**src/mmsc_defines.vh**
```
// Constants for the memory map and select configuration block.
// Assumes inclusion by bare name from the design file in the same folder.
`ifndef MMSC_DEFINES_VH
`define MMSC_DEFINES_VH

// ==========================================================================
// Register offsets on the plain register port
// ==========================================================================
`define MMSC_OFF_MODE      4'h0
`define MMSC_OFF_ID_LOW    4'h1
`define MMSC_OFF_ID_HIGH   4'h2
`define MMSC_OFF_PAGE      4'h3
`define MMSC_OFF_MAIN_PROT 4'h4
`define MMSC_OFF_BOOT_PROT 4'h5
`define MMSC_OFF_FLASH_CTL 4'h6
`define MMSC_OFF_STATUS    4'h7

// ==========================================================================
// Mode register fields
// ==========================================================================
`define MMSC_BIT_SRAM_FETCH  0
`define MMSC_BIT_BOOT_FETCH  1
`define MMSC_BIT_MAIN_FETCH  2
`define MMSC_BIT_BOOT_READ   3
`define MMSC_BIT_MAIN_READ   4
`define MMSC_BIT_PERIPH      7
`define MMSC_MODE_WMASK      8'h9F

// ==========================================================================
// Identification codes
// ==========================================================================
`define MMSC_FSIZE_2MBIT  4'h4
`define MMSC_FSIZE_8MBIT  4'h5
`define MMSC_SSIZE_NONE   4'h0
`define MMSC_SSIZE_16KBIT 4'h1
`define MMSC_SSIZE_64KBIT 4'h3
`define MMSC_BSIZE_NONE   4'h0
`define MMSC_BSIZE_256K   4'h2
`define MMSC_BTYPE_FLASH  2'h0

// ==========================================================================
// Flash control register fields and sector geometry
// ==========================================================================
`define MMSC_CTL_PROGRAM  0
`define MMSC_CTL_ERASE    1
`define MMSC_CTL_SUSPEND  2
`define MMSC_CTL_RESUME   3
`define MMSC_CTL_BOOT     4
`define MMSC_CTL_RDYEN    7
`define MMSC_MAIN_SECTORS 8
`define MMSC_BOOT_SECTORS 4
`define MMSC_TERMS        3
`define MMSC_PAGE_RESET   8'h00
`define MMSC_PROG_CYCLES  8'h10
`define MMSC_ERASE_CYCLES 8'hFF

`endif

```
**src/mmsc_memory_map.v**
```verilog
// Memory map select and configuration logic: mode register, identification
// registers, page register, sector selects, block half address and a
// simple flash operation sequencer with protection and erase suspend.
// Assumes a host that drives the register port synchronously to clk and
// product-term match vectors computed by the surrounding decode logic.
//
// Local design decisions: the strobed register port and the address map.
`include "mmsc_defines.vh"
`timescale 1ns/1ns
`default_nettype none

module mmsc_memory_map #(
    parameter [3:0] MAIN_SIZE_CODE = `MMSC_FSIZE_8MBIT,
    parameter [3:0] SRAM_SIZE_CODE = `MMSC_SSIZE_64KBIT,
    parameter [3:0] BOOT_SIZE_CODE = `MMSC_BSIZE_256K
) (
    input  wire        clk,
    input  wire        rst,
    input  wire [3:0]  regAddr,
    input  wire [7:0]  regWrData,
    input  wire        regWrite,
    input  wire        regRead,
    output reg  [7:0]  regRdData,
    input  wire [3:0]  cfgModeDefault,
    input  wire        extendedBusMode,
    input  wire        blockEquationUsed,
    input  wire [2:0]  blockTermMatch,
    input  wire        hostA15,
    input  wire [23:0] mainTermMatch,
    input  wire [11:0] bootTermMatch,
    input  wire        programFetchStrobe,
    input  wire        readStrobe,
    input  wire        sramSelect,
    output reg         sramEnable,
    output reg  [7:0]  mainSectorSelects,
    output reg  [3:0]  bootSectorSelects,
    output reg         mainFlashEnable,
    output reg         bootFlashEnable,
    output reg         blockHalfAddress,
    output reg         portFPeriphMode,
    output reg  [7:0]  pageValue,
    output reg         readyBusyOut,
    output reg         readyBusyOe
);

// ==========================================================================
// Helpers
// ==========================================================================
    // Gate applied to a mode access bit: outside extended mode it always passes.
    function gateBit;
        input allow;
        input extMode;
        begin
            gateBit = allow | ~extMode;
        end
    endfunction

    // A write strobe aimed at the flash control register. Start, suspend and
    // resume all decode it, so the three cannot drift apart.
    function ctlWrite;
        input       wrStrobe;
        input [3:0] addr;
        begin
            ctlWrite = wrStrobe && (addr == `MMSC_OFF_FLASH_CTL);
        end
    endfunction

// ==========================================================================
// Declarations
// ==========================================================================
    // Sequencer states; the status register shows these codes directly.
    localparam [1:0] ST_IDLE    = 2'd0;
    localparam [1:0] ST_PROGRAM = 2'd1;
    localparam [1:0] ST_ERASE   = 2'd2;
    localparam [1:0] ST_SUSPEND = 2'd3;

    reg [7:0] modeQ;
    reg [7:0] pageQ;
    reg [7:0] mainProtQ;
    reg [3:0] bootProtQ;
    reg       rdyEnQ;
    reg [1:0] stateQ;
    // Eight bits cover the longest operation, a full sector erase.
    reg [7:0] countQ;
    reg       opBootQ;
    reg [2:0] opSectorQ;
    reg [7:0] rdD;
    reg [1:0] stateD;
    reg [7:0] countD;

    wire [7:0] mainSel;
    wire [3:0] bootSel;
    wire       opStart;
    wire       opProtected;
    wire       eraseActive;

// ==========================================================================
// Sector selects
// ==========================================================================
    // Each sector select is an OR of three product terms; several address
    // regions may therefore map onto the same sector.
    // The selects are not qualified by any strobe; the enables do that.
    genvar gi;
    generate
        for (gi = 0; gi < `MMSC_MAIN_SECTORS; gi = gi + 1) begin : gMain
            assign mainSel[gi] = |mainTermMatch[gi*`MMSC_TERMS +: `MMSC_TERMS];
        end
        for (gi = 0; gi < `MMSC_BOOT_SECTORS; gi = gi + 1) begin : gBoot
            assign bootSel[gi] = |bootTermMatch[gi*`MMSC_TERMS +: `MMSC_TERMS];
        end
    endgenerate

// ==========================================================================
// Flash operation sequencer
// ==========================================================================
    // Operations start only from idle. A command written while busy is
    // dropped without any error flag, so software polls the status first.
    assign opStart = ctlWrite(regWrite, regAddr) && stateQ == ST_IDLE &&
                     (regWrData[`MMSC_CTL_PROGRAM] || regWrData[`MMSC_CTL_ERASE]);
    // Boot targets share bits 1:0 with the command bits: a boot program always
    // hits sector 1, a boot erase sector 2, or sector 3 with both bits set.
    // This is the price of keeping the whole command in one byte.
    // protection check
    assign opProtected = regWrData[`MMSC_CTL_BOOT] ? bootProtQ[regWrData[1:0]]
                                                   : mainProtQ[regWrData[6:4]];
    // A suspended erase lets the block equation act again, since the host
    // then reads from other sectors.
    assign eraseActive = (stateQ == ST_ERASE);

    always @* begin
        stateD = stateQ;
        countD = countQ;
        case (stateQ)
            ST_IDLE: begin
                if (opStart && !opProtected) begin
                    stateD = regWrData[`MMSC_CTL_ERASE] ? ST_ERASE : ST_PROGRAM;
                    countD = regWrData[`MMSC_CTL_ERASE] ? `MMSC_ERASE_CYCLES
                                                        : `MMSC_PROG_CYCLES;
                end
            end
            ST_PROGRAM: begin
                countD = countQ - 8'h01;
                if (countQ == 8'h01) begin
                    stateD = ST_IDLE;
                end
            end
            ST_ERASE: begin
                countD = countQ - 8'h01;
                // Suspend freezes the count so resume continues where it stopped.
                // suspend erase
                if (ctlWrite(regWrite, regAddr) && regWrData[`MMSC_CTL_SUSPEND]) begin
                    stateD = ST_SUSPEND;
                    countD = countQ;
                end else if (countQ == 8'h01) begin
                    stateD = ST_IDLE;
                end
            end
            ST_SUSPEND: begin
                if (ctlWrite(regWrite, regAddr) && regWrData[`MMSC_CTL_RESUME]) begin
                    stateD = ST_ERASE;
                end
            end
            default: begin
                stateD = ST_IDLE;
            end
        endcase
    end

// ==========================================================================
// Registers and read path
// ==========================================================================
    // Unmapped offsets read zero so that software can probe the map safely.
    always @* begin
        rdD = 8'h00;
        case (regAddr)
            `MMSC_OFF_MODE:      rdD = modeQ & `MMSC_MODE_WMASK;
            `MMSC_OFF_ID_LOW:    rdD = {SRAM_SIZE_CODE, MAIN_SIZE_CODE};
            `MMSC_OFF_ID_HIGH:   rdD = {2'b00, `MMSC_BTYPE_FLASH, BOOT_SIZE_CODE};
            `MMSC_OFF_PAGE:      rdD = pageQ;
            `MMSC_OFF_MAIN_PROT: rdD = mainProtQ;
            `MMSC_OFF_BOOT_PROT: rdD = {4'h0, bootProtQ};
            `MMSC_OFF_FLASH_CTL: rdD = {rdyEnQ, 7'h00};
            // Status keeps the last accepted operation; a refused one leaves it.
            `MMSC_OFF_STATUS:    rdD = {opBootQ, opSectorQ, 2'b00, stateQ};
            default:             rdD = 8'h00;
        endcase
    end

    always @(posedge clk) begin
        if (rst) begin
            modeQ     <= {3'b000, cfgModeDefault, 1'b0};
            pageQ     <= `MMSC_PAGE_RESET;
            mainProtQ <= 8'h00;
            bootProtQ <= 4'h0;
            rdyEnQ    <= 1'b0;
            stateQ    <= ST_IDLE;
            countQ    <= 8'h00;
            opBootQ   <= 1'b0;
            opSectorQ <= 3'b000;
            regRdData <= 8'h00;
        end else begin
            stateQ    <= stateD;
            countQ    <= countD;
            // Read data are zero outside the answer cycle, so several sources
            // may be ORed onto one host bus without extra selects.
            regRdData <= regRead ? rdD : 8'h00;
            if (regWrite) begin
                case (regAddr)
                    // Bits 5 and 6 are dropped here so reads always return zero there.
                    `MMSC_OFF_MODE:      modeQ <= regWrData & `MMSC_MODE_WMASK;
                    `MMSC_OFF_PAGE:      pageQ <= regWrData;
                    // Protection bits are set by software only; no hardware event other than reset clears them.
                    `MMSC_OFF_MAIN_PROT: mainProtQ <= regWrData;
                    `MMSC_OFF_BOOT_PROT: bootProtQ <= regWrData[3:0];
                    `MMSC_OFF_FLASH_CTL: rdyEnQ <= regWrData[`MMSC_CTL_RDYEN];
                    default: begin
                    end
                endcase
            end
            if (opStart && !opProtected) begin
                opBootQ   <= regWrData[`MMSC_CTL_BOOT];
                opSectorQ <= regWrData[`MMSC_CTL_BOOT] ? {1'b0, regWrData[1:0]}
                                                       : regWrData[6:4];
            end
        end
    end

// ==========================================================================
// Access enables and sector selects
// ==========================================================================
    // Every enable is registered so the host sees clean levels; the price is
    // one clock of latency behind the strobes and the decode terms.
    always @(posedge clk) begin
        if (rst) begin
            sramEnable        <= 1'b0;
            mainSectorSelects <= 8'h00;
            bootSectorSelects <= 4'h0;
            mainFlashEnable   <= 1'b0;
            bootFlashEnable   <= 1'b0;
        end else begin
            // An SRAM read is never gated; only fetches need the mode bit.
            // extended mode gating
            sramEnable <= sramSelect & ((programFetchStrobe &
                          gateBit(modeQ[`MMSC_BIT_SRAM_FETCH], extendedBusMode)) | readStrobe);
            mainSectorSelects <= mainSel;
            bootSectorSelects <= bootSel;
            mainFlashEnable <= (|mainSel) &
                ((programFetchStrobe & gateBit(modeQ[`MMSC_BIT_MAIN_FETCH], extendedBusMode)) |
                 (readStrobe & gateBit(modeQ[`MMSC_BIT_MAIN_READ], extendedBusMode)));
            bootFlashEnable <= (|bootSel) &
                ((programFetchStrobe & gateBit(modeQ[`MMSC_BIT_BOOT_FETCH], extendedBusMode)) |
                 (readStrobe & gateBit(modeQ[`MMSC_BIT_BOOT_READ], extendedBusMode)));
        end
    end

// ==========================================================================
// Block half address
// ==========================================================================
    // Registering the half address keeps it aligned with the sector selects.
    always @(posedge clk) begin
        if (rst) begin
            blockHalfAddress <= 1'b0;
        end else begin
            // One shared line feeds every main sector; there is no per-sector copy.
            // shared by all sectors
            if (blockEquationUsed && !eraseActive) begin
                blockHalfAddress <= |blockTermMatch;
            end else begin
                blockHalfAddress <= hostA15;
            end
        end
    end

// ==========================================================================
// Port mode, page and ready/busy
// ==========================================================================
    always @(posedge clk) begin
        if (rst) begin
            portFPeriphMode <= 1'b0;
            pageValue       <= `MMSC_PAGE_RESET;
            readyBusyOut    <= 1'b1;
            readyBusyOe     <= 1'b0;
        end else begin
            portFPeriphMode <= modeQ[`MMSC_BIT_PERIPH];
            pageValue <= pageQ;
            // The pin follows the next state, so it falls in the same clock in
            // which the sequencer enters program or erase. A suspended erase
            // reports ready, since the host may then read the flash again.
            // ready/busy pin
            readyBusyOut <= (stateD == ST_IDLE) || (stateD == ST_SUSPEND);
            readyBusyOe  <= rdyEnQ;
        end
    end

endmodule
`default_nettype wire

```
**config.mk**
```make
export PLATFORM = sky130hd
export DESIGN_NAME = mmsc_memory_map
export DESIGN_NICKNAME = d
export VERILOG_FILES = /design/src/mmsc_memory_map.v
export VERILOG_INCLUDE_DIRS = /design/src
export SDC_FILE = /design/constraint.sdc
export NUM_CORES = 1
export LEC_CHECK = 0
export ABC_CLOCK_PERIOD_IN_PS = 2400
export BUFFER_PORTS_ARGS = -buffer_cell sky130_fd_sc_hd__buf_2
export CAP_MARGIN = 10
export CORE_UTILIZATION = 54
export CTS_BUF_LIST = sky130_fd_sc_hd__clkbuf_2
export CTS_CLUSTER_SIZE = 40
export DETAILED_ROUTE_END_ITERATION = 8
export PLACE_DENSITY = 0.79
export SETUP_SLACK_MARGIN = 0.02
export SLEW_MARGIN = 25
export SYNTH_ARGS = -nofsm -noshare
export SYNTH_HDL_FRONTEND = slang
export SYNTH_SLANG_ARGS = --single-unit
export TNS_END_PERCENT = 1
```
**constraint.sdc**
```tcl
create_clock -name clk -period 2.4 [get_ports clk]
set_input_delay 0.12 -clock clk [delete_from_list [all_inputs] [get_ports clk]]
set_output_delay 0.12 -clock clk [all_outputs]
set_load 0.01 [all_outputs]
```
==> key figures, run 1 <==
Yosys
  – Sequential share of the synthesized area: 0.453
  – Synth cell types: 55
  – Syn Area/Cell: 8.76 um^2
  – Post-synth ARST share: 0
  – Ys flop type: dfxtp_1
  – Synth warnings: 0
  – Syn_nets: 465
  – EDFF count, synth: 4
  – Cell count after synthesis: 393
  – Synth Cell Area: 3440 um^2
  – Synth Register Bits: 76

Layout
  – Area grow syn2layout: 34.3%
  – Storage cell area: 1560 um^2
  – Nets: 613
  – Layout cells sized above 1: 0.253
  – Antenna cells: 0
  – Filler cells: 425
  – Multi-input gate area: 1690 um^2

Die
  – Initial Utilization: 0.571
  – Die width: 81.9 um
  – I/O Pins: 100
  – Cell Rows: 28
  – Die H: 81.9 um
  – Core area: 6030 um^2
  – DIE AREA: 6700 um^2

Global routing
  – GRT overflow: 0
  – Initial antenna violation count: 0
  – Vias in the first global route: 3242
  – First-pass GRT wire length: 15.8 mm
  – Largest net degree at the start of global routing: 37
  – GRT Overall Usage: 0.317

Clock tree
  – CTS clk-pin slew, worst paths: 0.20 ns
  – CTS tree: yes
  – Htree depth: 3
  – Clk buf depth: 2
  – Total clock sinks: 76
  – Clk root buf: clkbuf_2
  – TritonCTS buffer count: 9
  – Clk_lat worst skew: 0.55 ns

Timing
  – RSZ-0062 raised after global routing: no
  – Tcrit/Tclk final: 0.911
  – # setup viols final: 0
  – Worst Tran Pin Value: 0.667 ns
  – Period minus WS final: 2.19 ns
  – Post-Route Skew: 0.0378 ns
  – Final max-slew violation count: 0
  – Final Hold Fails: 0
  – Max-slew headroom: 0.555
  – TNS Setup: 0 ns
  – Fmax: 458 MHz

Outcome
  – Status: finished clean

Run
  – Max-Cap Viols: 0

Hold path
  – Hold path endpoint: regRdData[1]
  – Hold Path Depth: 3
  – Hold Crit Start: regAddr[1]
  – Worst Hold Class: input pin to register

Worst setup path
  – CP endpoint kind: register
  – Crit path required time: 2.87 ns
  – Worst R2R Path Depth: 7
  – R2r setup slk: 0.21 ns
  – Capture point of the worst reg-to-reg path: countQ[0]
  – CP Max Fanout: 15
  – Critical Path Start Type: register
  – Worst r2r src: stateQ[0]
  – Critical path data arrival time: 2.66 ns
  – Crit Path Category: register to register

Power
  – Tot Pwr: 2.85 mW
  – Leakage power: 2.04 nW
  – Pwr dens: 616 nW/um^2
  – Worst VDD drop: 0.000449 V

Detailed routing
  – Routed WL: 10.1 mm
  – Routed via count: 3454
  – Via density: 5.56
  – DR pass1 iterations: 5
  – Initial DRC count: 286
  – # DRC: 0
  – Wirelength per Cell: 16.3 um
  – ANT nets after route: 0

Placed design
  – Detailed Place HPWL: 6.05 mm
  – PortBufs: 99
  – Placer Congestion: 0.815
## what timing repair did
action                    4_1_cts  5_1_grt
gates resized for setup         0        0
hold endpoints to repair       49        0
setup buffers                   0        0
hold buffers                   52        0
## report_power, final
group	internal (mW)	switching, mW
logic	0.251	0.312
clock network	0.445	0.459
registers	1.34	0.0419
total	2.03	0.814
## through the flow
step	hold slack, ns	instances	area (um^2)	worst slack (ns)	utilization
after floorplan	0.247	393	3440	0.607	-
after global placement	0.340	553	3950	0.381	0.656
after detailed placement	0.345	553	3950	0.273	0.656
after CTS	0.000199	621	4620	0.234	0.767
after global routing	0.00340	621	4620	0.0349	0.767
final	0.0319	621	4620	0.215	0.767
## cells by family (layout without fill, tap and decap cells)
group                    count (synthesis)  in the layout  share of synthesized area
adder cells (fa/ha/maj)                  7              7                     0.0254
flip-flops                              76             76                      0.453
buffers and inverters                   35            188                     0.0567
AND/OR/NAND/NOR                        169            169                      0.233
multiplexers                            24             24                     0.0719
AO/OA/AOI/OAI                           81             81                      0.157
XOR/XNOR                                 1              1                    0.00254
## critical path, stage by stage, from the launching register on
cell	delay [ns]
dfxtp_1	0.45
inv_1	0.14
ha_1	0.25
and2_2	0.21
a31oi_1	0.33
nand2_2	0.25
or3_1	0.39
a21oi_1	0.11
## flip-flops by register name, indices dropped and copies added (netlist names), 2 cells and up
| register | cells |
|---|---|
| modeQ | 6 |
| pageValue | 8 |
| bootProtQ | 4 |
| bootSectorSelects | 4 |
| mainSectorSelects | 8 |
| pageQ | 8 |
| stateQ | 2 |
| countQ | 8 |
| regRdData | 8 |
| mainProtQ | 8 |
| opSectorQ | 3 |
## final cells by class
cell class / instances / area share
repair buffers: 160 / 0.234
well taps: 75 / 0.0203
multi-input cells: 282 / 0.365
clock buffers: 10 / 0.0108
flip-flops and latches: 76 / 0.338
clock inverters: 6 / 0.0222
inverters: 12 / 0.00974
## cell usage after synthesis (all sizes together) (3+ instances only)
master,n,share of area
nor2b,13,0.024
o21ai,14,0.020
mux2,3,0.011
clkbuf,17,0.030
ha,7,0.025
nand2,43,0.048
inv,12,0.013
nor3,17,0.026
nand2b,4,0.0073
o22a,3,0.0076
edfxtp,4,0.035
and2,3,0.0058
o32ai,3,0.0076
mux2i,21,0.061
nand4,4,0.0073
o211ai,4,0.016
a211oi,7,0.015
nand3,13,0.019
nor2,58,0.063
buf,6,0.013
dfxtp,72,0.42
a31oi,9,0.016
a21oi,28,0.041
## how the worst max path moves through the flow
stage / to / cells past startpoint / startpoint / slack, ns
after floorplan: countQ[0] / 7 / stateQ[0] / 0.61
after global placement: countQ[0] / 7 / stateQ[0] / 0.38
after detailed placement: countQ[0] / 7 / stateQ[0] / 0.27
after CTS: countQ[0] / 7 / stateQ[0] / 0.23
after global routing: countQ[0] / 7 / stateQ[0] / 0.03
final: countQ[0] / 7 / stateQ[0] / 0.21
## cells in the final DEF, fill, tap and decap left out, types with 9 or more instances in the layout
cell / instances
buf_2: 99
dfxtp_1: 72
nor2_1: 58
dlygate4sd3_1: 52
nand2_1: 42
a21oi_1: 28
mux2i_1: 21
nor3_1: 16
o21ai_0: 14
nor2b_1: 13
nand3_1: 13
inv_1: 12
clkbuf_2: 10
a31oi_1: 9
buf_4: 9
## per-layer routing
layer  up-vias  routed length (um)  global-route usage
met4         0                 238               0.114
met5         -                   0                   0
met1      1623                4000               0.370
li1       1673                   -                   -
met3        26                 587              0.0789
met2       132                5280               0.558
(Power assumes the default switching activity.)
==> run 2: changes to the inputs <==
--- a/config.mk
+++ b/config.mk
@@ -9,11 +9,11 @@
 export ABC_CLOCK_PERIOD_IN_PS = 2400
 export BUFFER_PORTS_ARGS = -buffer_cell sky130_fd_sc_hd__buf_2
 export CAP_MARGIN = 10
-export CORE_UTILIZATION = 54
+export CORE_UTILIZATION = 52
 export CTS_BUF_LIST = sky130_fd_sc_hd__clkbuf_2
 export CTS_CLUSTER_SIZE = 40
 export DETAILED_ROUTE_END_ITERATION = 8
-export PLACE_DENSITY = 0.79
+export PLACE_DENSITY = 0.76
 export SETUP_SLACK_MARGIN = 0.02
 export SLEW_MARGIN = 25
 export SYNTH_ARGS = -nofsm -noshare
==> key figures, run 2 (same netlist as run 1, synthesis figures left out) <==
Detailed routing
  – Metal1 wirelength: 3.86 mm (was 4.00 mm)
  – Met2 wire length: 4.63 mm (was 5.28 mm)
  – Top layer in use: met4 (unchanged)
  – ANT nets after route: 0 (unchanged)
  – Routed via count: 3405 (was 3454)
  – Via density: 5.49 (was 5.56)
  – Met3 Wirelength: 574 um (was 587 um)
  – DR pass1 iterations: 4 (was 5)
  – Initial DRC count: 286 (unchanged)
  – Wirelength per Cell: 15.1 um (was 16.3 um)
  – Routed WL: 9.39 mm (was 10.1 mm)
  – # DRC: 0 (unchanged)

Clock tree
  – Clk buf depth: 2 (unchanged)
  – Htree depth: 3 (unchanged)
  – Clk_lat worst skew: 0.50 ns (was 0.55 ns)
  – TritonCTS buffer count: 9 (unchanged)
  – Clk root buf: clkbuf_2 (unchanged)
  – Total clock sinks: 76 (unchanged)
  – CTS clk-pin slew, worst paths: 0.20 ns (about the same)
  – Post-CTS Setup Repair Bufs: 0 (unchanged)
  – CTS tree: yes (unchanged)

Die
  – Cell Rows: 29 (was 28)
  – Die H: 83.4 um (was 81.9 um)
  – Initial Utilization: 0.539 (was 0.571)
  – Die width: 83.4 um (was 81.9 um)
  – DIE AREA: 6950 um^2 (was 6700 um^2)
  – I/O Pins: 100 (unchanged)
  – Core area: 6390 um^2 (was 6030 um^2)

Power
  – Worst VDD drop: 0.000406 V (was 0.000449 V)
  – Leakage power: 2.00 nW (was 2.04 nW)
  – Pwr dens: 553 nW/um^2 (was 616 nW/um^2)

Hold path
  – Hold Path Depth: 3 (unchanged)
  – Hold Crit Start: regRead (was regAddr[1])
  – Hold path endpoint: regRdData[5] (was regRdData[1])
  – Worst Hold Class: input pin to register (unchanged)

Worst setup path
  – CP Max Fanout: 15 (unchanged)
  – Worst r2r src: stateQ[0] (unchanged)
  – Critical Path Start Type: register (unchanged)
  – R2r setup slk: 0.26 ns (was 0.21 ns)
  – Capture point of the worst reg-to-reg path: countQ[0] (unchanged)
  – Critical path data arrival time: 2.56 ns (was 2.66 ns)
  – CP max stage delay: 0.46 ns (was 0.45 ns)
  – Crit path required time: 2.82 ns (was 2.87 ns)
  – CP endpoint kind: register (unchanged)
  – Crit path cell chain: inv_1 -> ha_1 -> and2_2 -> a31oi_2 -> nand2_2 -> or3_1 -> a21oi_1 (was inv_1 -> ha_1 -> and2_2 -> a31oi_1 -> nand2_2 -> or3_1 -> a21oi_1)
  – Critical-path top delay cell: dfxtp_1 (unchanged)
  – Crit Path Category: register to register (unchanged)
  – Worst setup startpoint: stateQ[0] (unchanged)
  – Worst R2R Path Depth: 7 (unchanged)

Placed design
  – Placer Congestion: 0.877 (was 0.815)
  – Detailed Place HPWL: 5.76 mm (was 6.05 mm)
  – Cell Area, Placed: 3950 um^2 (about the same)
  – PortBufs: 99 (unchanged)

Layout
  – Area grow syn2layout: 31.6% (was 34.3%)
  – Layout cells sized above 1: 0.252 (was 0.253)
  – Most common cell after layout, fill and taps aside: buf_2 (unchanged)
  – Nets: 610 (was 613)
  – Antenna cells: 0 (unchanged)
  – Filler cells: 499 (was 425)
  – Design area: 4530 um^2 (was 4620 um^2)
  – Most frequent cells in the layout: 99 x buf_2, 72 x dfxtp_1, 58 x nor2_1, 50 x dlygate4sd3_1, 42 x nand2_1 (was 99 x buf_2, 72 x dfxtp_1, 58 x nor2_1, 52 x dlygate4sd3_1, 42 x nand2_1)

Global routing
  – GRT overflow: 0 (unchanged)
  – Initial antenna violation count: 0 (unchanged)
  – Vias in the first global route: 3341 (was 3242)
  – Largest net degree at the start of global routing: 36 (was 37)
  – First-pass GRT wire length: 15.6 mm (was 15.8 mm)
  – GRT Overall Usage: 0.282 (was 0.317)

Outcome
  – Status: finished clean (unchanged)

Timing
  – Fmax: 467 MHz (was 458 MHz)
  – Final max-slew violation count: 0 (unchanged)
  – Period minus WS final: 2.14 ns (was 2.19 ns)
  – RSZ-0062 raised after global routing: no (unchanged)
  – TNS Setup: 0 ns (unchanged)
  – Tcrit/Tclk final: 0.892 (was 0.911)
  – Worst Tran Pin Value: 0.673 ns (was 0.667 ns)
  – Max-slew headroom: 0.548 (was 0.555)
  – Post-Route Skew: 0.0218 ns (was 0.0378 ns)
  – Final Hold Fails: 0 (unchanged)
  – # setup viols final: 0 (unchanged)

Run
  – Max-Cap Viols: 0 (unchanged)
## run 2: cell count changes in the layout (fill, tap and decap cells not counted)
cell           previous run  this run
inv_4                     0         1
bufinv_16                 3         0
clkinvlp_4                0         1
buf_4                     9         8
a31oi_1                   9         8
a31oi_2                   0         1
dlygate4sd3_1            52        50
clkinv_1                  2         3
## run 2: cell type report
class / instances / area [um^2] / share of cell area
Multi-Input combinational cell: 282 / 1690 / 0.374
Sequential cell: 76 / 1560 / 0.345
Timing Repair Buffer: 157 / 1060 / 0.233
Tap cell: 77 / 96.3 / 0.0213
Clock buffer: 10 / 50.0 / 0.0110
Inverter: 12 / 45.0 / 0.00994
Clock inverter: 6 / 30.0 / 0.00663
## run 2: worst max-delay path by stage
| stage | to | slack (ns) | cells after the start |
|---|---|---|---|
| final | countQ[0] | 0.26 | 7 |
| after global routing | countQ[0] | 0.12 | 7 |
| after CTS | countQ[0] | 0.20 | 7 |
| after detailed placement | countQ[0] | 0.27 | 7 |
| after global placement | countQ[0] | 0.37 | 7 |
| after floorplan | countQ[0] | 0.61 | 7 |
## run 2: critical path: cells and delay by family, from the launching register on
kind,cells,cell delay (ns)
and+or+nand+nor,3,0.83
DFF,1,0.46
AOI/OAI and AO/OA,2,0.38
buffers and inverters,1,0.14
adders and majority gates,1,0.25
## run 2: routing by layer
metal,vias to the layer above,GRT usage
met5,-,0
met4,0,0.144
met3,34,0.0586
met2,124,0.472
met1,1585,0.343
li1,1662,-
## run 2: repair_timing
item / 4_1_cts / 5_1_grt
hold endpoints to repair: 44 / 0
setup endpoints to repair: 0 / 1
hold buffers: 50 / 0
gates resized for setup: 0 / 1
## run 2: power by group
| group | switching, mW | internal, mW |
|---|---|---|
| Combinational | 0.307 | 0.250 |
| Clock | 0.444 | 0.130 |
| Sequential | 0.0380 | 1.34 |
## run 2: stage by stage
stage,setup slack [ns],hold WS [ns],utilization,instances,total power [mW]
2_1_floorplan,0.607,0.247,-,393,1.74
3_3_place_gp,0.374,0.340,0.618,554,1.87
3_5_place_dp,0.272,0.347,0.618,554,1.88
4_1_cts,0.201,0.0362,0.709,620,2.50
5_1_grt,0.122,0.0546,0.710,620,2.65
6_report,0.260,0.0513,0.710,620,2.51
==> run 3: changes to the inputs <==
--- a/config.mk
+++ b/config.mk
@@ -13,7 +13,7 @@
 export CTS_BUF_LIST = sky130_fd_sc_hd__clkbuf_2
 export CTS_CLUSTER_SIZE = 40
 export DETAILED_ROUTE_END_ITERATION = 8
-export PLACE_DENSITY = 0.76
+export PLACE_DENSITY = 0.79
 export SETUP_SLACK_MARGIN = 0.02
 export SLEW_MARGIN = 25
 export SYNTH_ARGS = -nofsm -noshare
==> key figures, run 3 (same netlist as run 1, synthesis figures left out) <==
Outcome
  – Status: finished clean (unchanged)

Clock tree
  – Clk root buf: clkbuf_2 (unchanged)
  – TritonCTS buffer count: 9 (unchanged)
  – CTS tree: yes (unchanged)
  – Total clock sinks: 76 (unchanged)
  – CTS clk-pin slew, worst paths: 0.26 ns (was 0.20 ns)
  – Clk buf depth: 2 (unchanged)
  – Htree depth: 3 (unchanged)
  – Clk_lat worst skew: 0.54 ns (was 0.50 ns)

Global routing
  – GRT Overall Usage: 0.298 (was 0.282)
  – Initial antenna violation count: 0 (unchanged)
  – Vias in the first global route: 3496 (was 3341)
  – GRT overflow: 0 (unchanged)
  – First-pass GRT wire length: 16.5 mm (was 15.6 mm)
  – Largest net degree at the start of global routing: 28 (was 36)

Timing
  – Tcrit/Tclk final: 0.908 (was 0.892)
  – Final max-slew violation count: 0 (unchanged)
  – Worst Tran Pin Value: 0.565 ns (was 0.673 ns)
  – TNS Setup: 0 ns (unchanged)
  – RSZ-0062 raised after global routing: no (unchanged)
  – Period minus WS final: 2.18 ns (was 2.14 ns)
  – Post-Route Skew: 0.0327 ns (was 0.0218 ns)
  – Hold_ws: 0.0302 ns (was 0.0513 ns)
  – Final Hold Fails: 0 (unchanged)
  – # setup viols final: 0 (unchanged)
  – Fmax: 459 MHz (was 467 MHz)
  – Max-slew headroom: 0.623 (was 0.548)

Die
  – DIE AREA: 6950 um^2 (unchanged)
  – I/O Pins: 100 (unchanged)
  – Core area: 6390 um^2 (unchanged)
  – Die H: 83.4 um (unchanged)
  – Die width: 83.4 um (unchanged)
  – Initial Utilization: 0.539 (unchanged)
  – Cell Rows: 29 (unchanged)

Worst setup path
  – Capture point of the worst reg-to-reg path: countQ[0] (unchanged)
  – R2r setup slk: 0.22 ns (was 0.26 ns)
  – CP endpoint kind: register (unchanged)
  – Crit path required time: 2.86 ns (was 2.82 ns)
  – Crit Path Category: register to register (unchanged)
  – Crit path cell chain: inv_1 -> ha_1 -> and2_2 -> a31oi_2 -> nand2_2 -> or3_1 -> a21oi_1 (unchanged)
  – Worst R2R Path Depth: 7 (unchanged)
  – Critical-path top delay cell: dfxtp_1 (unchanged)
  – Critical path data arrival time: 2.64 ns (was 2.56 ns)
  – Critical Path Start Type: register (unchanged)
  – CP max stage delay: 0.48 ns (was 0.46 ns)
  – CP Max Fanout: 15 (unchanged)
  – Worst r2r src: stateQ[0] (unchanged)

Power
  – Pwr dens: 623 nW/um^2 (was 553 nW/um^2)
  – Tot Pwr: 2.92 mW (was 2.51 mW)
  – Worst VDD drop: 0.000537 V (was 0.000406 V)
  – Leakage power: 2.06 nW (was 2.00 nW)

Run
  – Max-Cap Viols: 0 (unchanged)

Detailed routing
  – ANT nets after route: 0 (unchanged)
  – Initial DRC count: 298 (was 286)
  – Routed via count: 3598 (was 3405)
  – Routed WL: 10.3 mm (was 9.39 mm)
  – DR pass1 iterations: 5 (was 4)
  – Via density: 5.74 (was 5.49)
  – # DRC: 0 (unchanged)
  – Wirelength per Cell: 16.5 um (was 15.1 um)

Hold path
  – Hold Crit Start: rst (was regRead)
  – Worst Hold Class: input pin to register (unchanged)
  – Hold path endpoint: mainSectorSelects[3] (was regRdData[5])
  – Hold Path Depth: 2 (was 3)

Layout
  – Nets: 617 (was 610)
  – Area grow syn2layout: 36.1% (was 31.6%)
  – Most frequent cells in the layout: 99 x buf_2, 72 x dfxtp_1, 58 x nor2_1, 56 x dlygate4sd3_1, 42 x nand2_1 (was 99 x buf_2, 72 x dfxtp_1, 58 x nor2_1, 50 x dlygate4sd3_1, 42 x nand2_1)
  – Filler cells: 441 (was 499)
  – Post-route insts no fill: 627 (was 620)
  – Antenna cells: 0 (unchanged)
  – Post-layout util: 0.734 (was 0.710)
  – Layout cells sized above 1: 0.256 (was 0.252)
  – Most common cell after layout, fill and taps aside: buf_2 (unchanged)

Placed design
  – Detailed Place HPWL: 5.89 mm (was 5.76 mm)
  – Placer Congestion: 0.857 (was 0.877)
  – Placed cell count: 555 (was 554)
  – PortBufs: 99 (unchanged)
==> run 3: cell types whose count changed in the layout (fill, tap and decap cells not counted) <==
cell,delta
clkinv_1,-3
clkinv_2,-1
clkinvlp_4,+1
inv_4,-1
clkbuf_2,-1
dlygate4sd3_1,+6
bufinv_16,+3
buf_4,+1
inv_6,+2
==> run 3: report_power, final <==
part	switching (mW)	internal, mW	leakage [nW]
Sequential	0.0422	1.34	0.626
Combinational	0.320	0.255	1.34
Clock	0.510	0.455	0.0891
==> run 3: what timing repair did <==
| item | CTS | global route |
|---|---|---|
| hold buffers | 56 | 0 |
| endpoints found under the hold margin | 46 | 0 |
| buffers inserted | 0 | 0 |
| resized for setup | 0 | 1 |
| endpoints found under the setup margin | 0 | 1 |
==> run 3: worst max path at each step <==
stage              start  cells after the start   endpoint  slack (ns)
3_3_place_gp   stateQ[0]                      7  countQ[0]        0.39
4_1_cts        stateQ[0]                      7  countQ[0]        0.20
5_1_grt        stateQ[0]                      7  countQ[0]        0.11
2_1_floorplan  stateQ[0]                      7  countQ[0]        0.61
3_5_place_dp   stateQ[0]                      7  countQ[0]        0.26
6_report       stateQ[0]                      7  countQ[0]        0.22
==> run 3: critical path: cells and delay by family, from the launching register on <==
kind	cells	cell delay, ns
AOI/OAI and AO/OA	2	0.39
adders and majority gates	1	0.27
buffers and inverters	1	0.15
DFF	1	0.48
and+or+nand+nor	3	0.84
==> run 3: layer usage <==
metal	vias to the layer above	share of wire	global-route usage
met5	-	0	0
met4	0	0.041	0.177
met3	47	0.065	0.0656
met2	183	0.50	0.519
met1	1688	0.40	0.332
li1	1680	-	-
==> run 3: area by class of cell <==
class	instances	area, um^2	area share
Multi-Input combinational cell	282	1690	0.361
Tap cell	77	96.3	0.0206
Inverter	12	45.0	0.00961
Clock buffer	9	45.0	0.00961
Sequential cell	76	1560	0.333
Clock inverter	7	123	0.0262
Timing Repair Buffer	164	1120	0.240
==> run 3: per-stage QoR <==
step | area [um^2] | worst slack, ns
after floorplan | 3440 | 0.607
after global placement | 3950 | 0.387
after detailed placement | 3950 | 0.257
after CTS | 4680 | 0.205
after global routing | 4690 | 0.107
final | 4690 | 0.221
